File: src/dcg_pkg.sv
package dcg_pkg;
  localparam int DATA_W = 32;
  localparam int ADDR_W = 4;
  localparam logic [ADDR_W-1:0] ADDR_CONTROL = 4'h0;
  localparam logic [ADDR_W-1:0] ADDR_RESULT = 4'h4;
  localparam logic [ADDR_W-1:0] ADDR_TAPS = 4'h8;
  localparam int CTL_TYPE_BIT = 15;
  localparam int CTL_LEN_LSB = 8;
  localparam int CTL_LEN_W = 5;
  localparam int CSUM_W = 16;
  localparam logic [DATA_W-1:0] RESET_WORD = 32'h0000_0000;
  localparam logic [DATA_W-1:0] READ_ZERO = 32'h0000_0000;
endpackage

File: src/dcg_crc_regs.sv
`timescale 1ns/1ns
module dcg_crc_regs
  import dcg_pkg::*;
(
  // Clock and reset.
  input wire logic clk,
  input wire logic rst,
  // Register port.
  input wire logic [ADDR_W-1:0] regAddr,
  input wire logic [DATA_W-1:0] regWdata,
  input wire logic regWrite,
  input wire logic regRead,
  output logic [DATA_W-1:0] regRdata,
  // Data words from the DMA channel, one word per valid cycle.
  input wire logic [DATA_W-1:0] dmaData,
  input wire logic dmaValid,
  // Result as seen by software, registered.
  output logic [DATA_W-1:0] crcResult
);

  // --------------------------------------------------------------------
  // Helper functions.
  // --------------------------------------------------------------------

  // Mask of valid result bits: length field + 1 stages take part.
  function automatic logic [DATA_W-1:0] lenMask(input logic [CTL_LEN_W-1:0] len);
    logic [DATA_W-1:0] m;
    m = '0;
    for (int i = 0; i < DATA_W; i++)
    begin
      if (i <= int'(len))
      begin
        m[i] = 1'b1;
      end
    end
    return m;
  endfunction

  // One's complement 16-bit add with end-around carry.
  function automatic logic [CSUM_W-1:0] onesAdd(input logic [CSUM_W-1:0] a, input logic [CSUM_W-1:0] b);
    logic [CSUM_W:0] s;
    s = {1'b0, a} + {1'b0, b};
    s = {1'b0, s[CSUM_W-1:0]} + {{CSUM_W{1'b0}}, s[CSUM_W]};
    return s[CSUM_W-1:0];
  endfunction

  // --------------------------------------------------------------------
  // State.
  // --------------------------------------------------------------------
  logic [DATA_W-1:0] control_ff, nxt_control;
  logic [DATA_W-1:0] taps_ff, nxt_taps;
  logic [DATA_W-1:0] lfsr_ff, nxt_lfsr;
  logic [DATA_W-1:0] rdata_ff, nxt_rdata;
  logic [DATA_W-1:0] result_ff, nxt_result;
  logic [DATA_W-1:0] lfsrStep;
  logic [DATA_W-1:0] validMask;
  logic [CSUM_W-1:0] sumStep;
  logic ipMode;
  logic fb;

  assign ipMode = control_ff[CTL_TYPE_BIT];
  assign validMask = lenMask(control_ff[CTL_LEN_LSB +: CTL_LEN_W]);

  // --------------------------------------------------------------------
  // Next-state logic.
  // --------------------------------------------------------------------
  // The shift engine consumes one input bit per valid cycle (bit 0 of the DMA
  // word), trading throughput for a tiny datapath.
  always_comb
  begin
    fb = lfsr_ff[control_ff[CTL_LEN_LSB +: CTL_LEN_W]] ^ dmaData[0];
    lfsrStep = '0;
    for (int i = 0; i < DATA_W; i++)
    begin
      if (i == 0)
      begin
        lfsrStep[i] = fb;
      end
      else if (taps_ff[i])
      begin
        lfsrStep[i] = lfsr_ff[i-1] ^ fb;
      end
      else
      begin
        lfsrStep[i] = lfsr_ff[i-1];
      end
    end
    lfsrStep = lfsrStep & validMask;
    // Checksum held internally as the true sum; read shows its complement.
    sumStep = onesAdd(onesAdd(lfsr_ff[CSUM_W-1:0], dmaData[CSUM_W-1:0]), dmaData[DATA_W-1:CSUM_W]);

    nxt_control = control_ff;
    nxt_taps = taps_ff;
    nxt_lfsr = lfsr_ff;
    if (dmaValid)
    begin
      if (ipMode)
      begin
        nxt_lfsr = {{(DATA_W-CSUM_W){1'b0}}, sumStep};
      end
      else
      begin
        nxt_lfsr = lfsrStep;
      end
    end
    if (regWrite)
    begin
      case (regAddr)
        ADDR_CONTROL: nxt_control = regWdata;
        ADDR_TAPS: nxt_taps = regWdata;
        ADDR_RESULT: nxt_lfsr = regWdata;
        default: nxt_control = control_ff;
      endcase
    end

    if (ipMode)
    begin
      nxt_result = {{(DATA_W-CSUM_W){1'b0}}, ~nxt_lfsr[CSUM_W-1:0]};
    end
    else
    begin
      nxt_result = nxt_lfsr & validMask;
    end

    nxt_rdata = READ_ZERO;
    if (regRead)
    begin
      case (regAddr)
        ADDR_CONTROL: nxt_rdata = control_ff;
        ADDR_TAPS: nxt_rdata = taps_ff;
        ADDR_RESULT: nxt_rdata = result_ff;
        default: nxt_rdata = READ_ZERO;
      endcase
    end
  end

  always_ff @(posedge clk or posedge rst)
  begin
    if (rst)
    begin
      control_ff <= RESET_WORD;
      taps_ff <= RESET_WORD;
      lfsr_ff <= RESET_WORD;
      rdata_ff <= RESET_WORD;
      result_ff <= RESET_WORD;
    end
    else
    begin
      control_ff <= nxt_control;
      taps_ff <= nxt_taps;
      lfsr_ff <= nxt_lfsr;
      rdata_ff <= nxt_rdata;
      result_ff <= nxt_result;
    end
  end

  assign regRdata = rdata_ff;
  assign crcResult = result_ff;

  // --------------------------------------------------------------------
  // Assertions.
  // --------------------------------------------------------------------
  chk_seed_load: assert property (@(posedge clk) disable iff (rst)
    (regWrite && regAddr == ADDR_RESULT && !control_ff[CTL_TYPE_BIT]) |=> lfsr_ff == $past(regWdata))
    else $error("seed write not loaded");
  chk_read_value: assert property (@(posedge clk) disable iff (rst)
    (regRead && regAddr == ADDR_RESULT) |=> regRdata == $past(result_ff))
    else $error("result read wrong");
  chk_read_keeps: assert property (@(posedge clk) disable iff (rst)
    (regRead && !regWrite && !dmaValid) |=> $stable(lfsr_ff))
    else $error("read altered value");
  chk_upper_zero: assert property (@(posedge clk) disable iff (rst)
    ipMode && $stable(control_ff) |-> crcResult[DATA_W-1:CSUM_W] == '0)
    else $error("upper checksum bits set");
  chk_ones_form: assert property (@(posedge clk) disable iff (rst)
    (ipMode && regWrite && regAddr == ADDR_RESULT) |=> crcResult[CSUM_W-1:0] == ~$past(regWdata[CSUM_W-1:0]))
    else $error("checksum not complemented");
  chk_len_mask: assert property (@(posedge clk) disable iff (rst)
    !ipMode && $stable(control_ff) |-> (crcResult & ~validMask) == '0)
    else $error("bits above length set");
  chk_tap_ignore: assert property (@(posedge clk) disable iff (rst)
    (ipMode && dmaValid && !regWrite) |=> lfsr_ff[CSUM_W-1:0] == $past(sumStep))
    else $error("checksum step wrong");
  chk_tap_feed: assert property (@(posedge clk) disable iff (rst)
    (!ipMode && dmaValid && !regWrite) |=> lfsr_ff == $past(lfsrStep))
    else $error("shift step wrong");
endmodule

File: config.mk
export PLATFORM = sky130hd
export DESIGN_NAME = dcg_crc_regs
export DESIGN_NICKNAME = d
export VERILOG_FILES = /design/src/dcg_pkg.sv /design/src/dcg_crc_regs.sv
export SDC_FILE = /design/constraint.sdc
export NUM_CORES = 1
export LEC_CHECK = 0
export BUFFER_PORTS_ARGS = -buffer_cell sky130_fd_sc_hd__buf_2
export CORE_ASPECT_RATIO = 0.7
export CORE_MARGIN = 10
export CORE_UTILIZATION = 55
export DETAILED_ROUTE_END_ITERATION = 16
export GPL_ROUTABILITY_DRIVEN = 1
export PLACE_DENSITY = 0.77
export SYNTH_ARGS = -nofsm -noshare
export SYNTH_HDL_FRONTEND = slang
export SYNTH_SLANG_ARGS = --single-unit
File: constraint.sdc
create_clock -name clk -period 8.1 [get_ports clk]
set_input_delay 0.81 -clock clk [delete_from_list [all_inputs] [get_ports clk]]
set_output_delay 0.81 -clock clk [all_outputs]
set_load 0.01 [all_outputs]
# [After elaboration in Yosys (flattened, before gate mapping)]
# Index checks and enable logic that the tools add are counted.
# Widths: inputs -> output; s select.
[op_classes] n_addsub=4 magnitude_cmp=32 n_eq_ne=2 muxes=71 n_bitwise=35 n_reduce_logical=3
[op_table] cell="$mux 32" n=6
[op_table] cell="$pmux 32 s3" n=1
[op_table] cell="$le 5x5->1 const A" n=16
[op_table] cell="$and 32x32->32" n=2
[op_table] cell="$mux 1" n=63
[op_table] cell="$le 4x5->1 const A" n=8
[op_table] cell="$add 16x16->17" n=2
[op_table] cell="$add 16x1->16" n=2
[op_table] cell="$xor 1x1->1" n=32
[op_table] cell="$le 3x5->1 const A" n=4
[op_table] cell="$not 16->16" n=1
[op_table] cell="$le 2x5->1 const A" n=2
[op_table] cell="$lt 5x6->1 const B" n=1
[op_table] cell="$bmux 1 s5" n=1
[op_table] cell="$le 1x5->1 const A" n=1
[op_table] cell="$eq 4x3->1 const B" n=1
[op_table] cell="$eq 4x4->1 const B" n=1
[op_table] cell="$logic_not 4->1" n=1
[op_table] cell="$reduce_and 2->1" n=2
[totals] reg_bits=160 wordCells=152

# [Longest topological paths before layout]
[logic_depth] ltp_word=12 mapped_depth=36 ltp_nobuf=35

# [Worst setup path after synthesis]
# Ideal clock, no wire load.
[synth_path] path_kind="in2reg" startpoint="input dmaData[0]" endpoint="register result_ff[5] (netlist: crcResult[5])" setup_time_ns=0.125 arrival_time_ns=6.309 required_ns=7.975 setup_slack_ns=1.666 path_stages=36 path_buffers=2 path_cell_list="ha_1 inv_1 fa_1 nand2b_1 a21oi_1 o31ai_1 nand3_1 o211ai_1 o21a_1 o21bai_1 a21o_1 ha_1 ha_1 nand2_1 nor2_1 nand4_1 xnor2_1 ha_1 clkbuf_1 a21o_1 a21oi_1 nand2_1 and2_1 o21a_1 o21a_1 o21ai_0 nand2b_1 ha_1 and3_1 clkbuf_1 nand2_1 xnor2_1 a21oi_1 and3_1 o21ai_0 mux2_2"
[synth_via] elab_chain_cells=10 elab_cells_between_ends=15 classes_between="add/sub: 4; mux: 6; bitwise: 5"
[synth_rtl] item="start, declared" line="dcg_crc_regs.sv:15" text="input wire logic [DATA_W-1:0] dmaData,"
[synth_rtl] item="$add 16x16->17 / $xor 1x1->1 (equally long branches)" line="dcg_crc_regs.sv:42, dcg_crc_regs.sv:71"
[synth_rtl] item="$add 16x1->16 / $xor 1x1->1 (equally long branches)" line="dcg_crc_regs.sv:43, dcg_crc_regs.sv:81"
[synth_rtl] item="$add 16x16->17 / $mux 1 (equally long branches)" line="dcg_crc_regs.sv:42, dcg_crc_regs.sv:79"
[synth_rtl] item="$add 16x1->16 / $and 32x32->32 (equally long branches)" line="dcg_crc_regs.sv:43, dcg_crc_regs.sv:88"
[synth_rtl] item="$mux 32 (*)" line="dcg_crc_regs.sv:97" text="if (ipMode)"
[synth_rtl] item="$mux 32 (*)" line="dcg_crc_regs.sv:95" text="if (dmaValid)"
[synth_rtl] item="$mux 32" line="dcg_crc_regs.sv:108" text="case (regAddr)"
[synth_rtl] item="$mux 32 (*)" line="dcg_crc_regs.sv:106" text="if (regWrite)"
[synth_rtl] item="via nxt_lfsr[5]" line="dcg_crc_regs.sv:52" text="logic [DATA_W-1:0] lfsr_ff, nxt_lfsr;"
[synth_rtl] item="$and 32x32->32 / $not 16->16 (equally long branches)" line="dcg_crc_regs.sv:122, dcg_crc_regs.sv:118"
[synth_rtl] item="$mux 32 (*)" line="dcg_crc_regs.sv:116" text="if (ipMode)"
[synth_rtl] item="via nxt_result[5]" line="dcg_crc_regs.sv:54" text="logic [DATA_W-1:0] result_ff, nxt_result;"
[synth_rtl] item="end signal, assigned" line="dcg_crc_regs.sv:153" text="result_ff <= nxt_result;"
[synth_rtl] item="end, declared" line="dcg_crc_regs.sv:54"
# The timed path passes the listed nets; every way through them passes the cells marked *.
# A chain may end at the register's enable or synchronous reset.

# [Final worst setup path]
[layout_path] startpoint="input dmaData[0]" endpoint="register result_ff[6] (netlist: crcResult[6])"
# The elaborated chain is that of the path after synthesis.

==> metrics <==
H-tree depth=4; Nets=between 1000 and 1500; Slew Viols, Final=0; Congestion Overflow GR=0; hold buffer count at CTS=0; filler cell count=1486; Setup TNS=0 ps; startpoint types=primary input; FF+latch count, synth=160; Cell Area, Synth=about 0.0099 mm²; period utilization=~90%; overall routing resource usage=about a quarter; router iterations before antenna repair=7; CP peak stage delay=410 ps; Post-Synthesis Cells=a little under 1000; clk slew on worst S/H paths=approximately 70 ps; Worst Max-Slew Pin Slew=1220 ps; GP Congestion=around 0.96; final setup violating endpoints=0; crit-path max FO=8; vias in the first global route=a little over 8000; Top cell by count, worst path=ha_1; WL/cell=22.0 µm; Fin Hold WS=around 500 ps; pin count of the biggest net entering global routing=98; WP data required=~8400 ps; crit path kind=primary input to flip-flop; CTS tree=built; global-route wire length before repair=around 46 mm; CTS Buf Count=17; FMAX=about 140 MHz; detail-routed via count per cell=approximately 6.4; Critical Path Slowest Stage Cell=fa_1; Ports=between 100 and 150; Synthesized Nets=roughly 1100; synthesized area per cell=between 10 and 15 µm²; status=finished, final reports clean; antenna violations before repair=1; Clock Path Buffers=2; Final Critical Period=between 7000 and 8000 ps; RSZ-0062 raised after global routing=false; Core ar.=approximately 0.018 mm²; initial core utilization=a little under three fifths; Die Y=~130 µm; PD cells=roughly 420 mW/mm²; ys async rst share=100%; multi-input logic area=around 0.0056 mm²; DRT iter0 DRCs=~1100; Vias=~8500; class of the worst hold path=flip-flop to flip-flop; # port buffers=roughly 140; Area Growth Syn to Fin=13.2%; crit path capture type=flip-flop; die area=~0.024 mm²; clk_lat worst skew=about 430 ps; MaxCap Viol Count=0; layout cells sized above 1=26.0%; Ys Warns=0; Leak=about 5.2 nW; synth unique cells=between 80 and 90; Die X=between 150 and 200 µm; CTS resizes=0; Routed Antenna Nets=0; placed wire-length estimate=~21 mm; register area=between 0.004 and 0.005 mm²; Worst VDD drop=around 0.00024 V; Post-Route WL=29.2 mm; Rows=41; leading cell types in the layout, fill and taps excluded=dfrtp_1, buf_2, mux2_2, nor2_1, xnor2_1; critical path data arrival time=7410 ps; EDFF count, synth=0; Final Hold Viols=0; CTS Root Cell=clkbuf_16; Sink Count=160; post-synthesis sequential area ratio=about two fifths; relative max-transition margin=a little under a fifth; worst clock skew=approximately 12 ps; drt drc=0; most common cell after layout, fill and taps aside=dfrtp_1; Synth Flop Type=dfrtp_1; Post-CTS Setup Bufs=0
## Yosys cell counts, types with 7 or more instances
master | number | share of area, %
a211oi_1 | 11 | 0.83
a21boi_0 | 13 | 0.98
a21o_1 | 21 | 1.6
a21oi_1 | 45 | 2.3
a222oi_1 | 32 | 3.2
and2_1 | 26 | 1.6
and3_1 | 19 | 1.2
buf_1 | 8 | 0.30
clkbuf_1 | 32 | 1.2
dfrtp_1 | 160 | 40
ha_1 | 40 | 5.0
inv_1 | 18 | 0.68
mux2_2 | 77 | 8.7
mux2i_1 | 9 | 0.91
nand2_1 | 57 | 2.2
nand2b_1 | 7 | 0.44
nand3_1 | 16 | 0.81
nand4_1 | 9 | 0.57
nor2_1 | 75 | 2.8
nor3_1 | 12 | 0.60
o211ai_1 | 8 | 0.60
o21a_1 | 9 | 0.68
o21ai_0 | 40 | 2.0
o22ai_1 | 7 | 0.44
o31ai_1 | 7 | 0.53
or3_1 | 9 | 0.57
xnor2_1 | 64 | 5.6
xor2_1 | 14 | 1.2
## final timing paths
path	startpoint	end	slack [ps]	depth (start not counted)
worst max-delay path	dmaData[0]	crcResult[6]$_DFF_PP0_	1010	34
worst min-delay path	control_ff[3]$_DFFE_PP0P_	control_ff[3]$_DFFE_PP0P_	510	1
worst max register to register	lfsr_ff[0]$_DFF_PP0_	crcResult[6]$_DFF_PP0_	1050	33
worst min register to register	control_ff[3]$_DFFE_PP0P_	control_ff[3]$_DFFE_PP0P_	510	1
max in group asynchronous	rst	lfsr_ff[29]$_DFF_PP0_	6160	3
min in group asynchronous	rst	control_ff[21]$_DFFE_PP0P_	570	2
## metrics by stage
stage | cells | worst slack (ps) | area (µm²) | power [W] | utilization (%)
floorplan | 968 | 1670 | 9930 | 0.00318 | -
global placement | 1295 | 926 | 10700 | 0.00387 | 60.0
detailed placement | 1295 | 686 | 10700 | 0.00388 | 60.0
CTS | 1327 | 1130 | 11200 | 0.00464 | 63.0
global route | 1327 | 448 | 11200 | 0.00500 | 63.0
finish | 1328 | 1010 | 11200 | 0.00469 | 63.0
## metal layers
metal,track usage [%],wire length [µm],vias up
met5,0,0,-
met4,5.68,459,0
met3,6.48,3370,50
met2,34.2,12400,497
met1,34.4,13000,4091
li1,-,-,3846
## report_power, final
group,internal (W),switching [W]
Combinational,0.00118,0.00160
Clock,0.000395,0.000346
Sequential,0.000963,0.000201
## final cells by class
type / count / share of cell area [%]
Multi-Input combinational cell: 733 / 49.5
Tap cell: 236 / 2.63
Timing Repair Buffer: 148 / 6.85
Clock inverter: 14 / 0.957
Clock buffer: 18 / 3.82
Antenna cell: 1 / 0.0222
Inverter: 18 / 0.645
Sequential cell: 160 / 35.6
## logic make-up (layout without fill, tap and decap cells)
kind of cell / Yosys count / count (layout) / synth area share (%)
simple gates: 262 / 262 / 13.4
flops: 160 / 160 / 40.3
other cells: 0 / 1 / 0
mux: 91 / 91 / 10.8
compound gates: 259 / 259 / 19.2
fa+ha+maj: 42 / 42 / 5.44
buf+inv: 75 / 198 / 3.84
xor+xnor: 79 / 79 / 7.12
## sequential cells by signal, indices dropped and copies added, names as in the netlist
register	cells
crcResult	32
lfsr_ff	32
taps_ff	32
control_ff	32
regRdata	32
## worst max-delay path, delay by kind of cell
kind / cells / cell delay [ps]
buffers and inverters: 2 / 180
and+or+nand+nor: 10 / 1640
adders and majority gates: 6 / 1740
muxes: 1 / 380
AOI/OAI and AO/OA: 13 / 2420
xor gates and xnor gates: 2 / 240
Power figures use the tool's default switching activity.
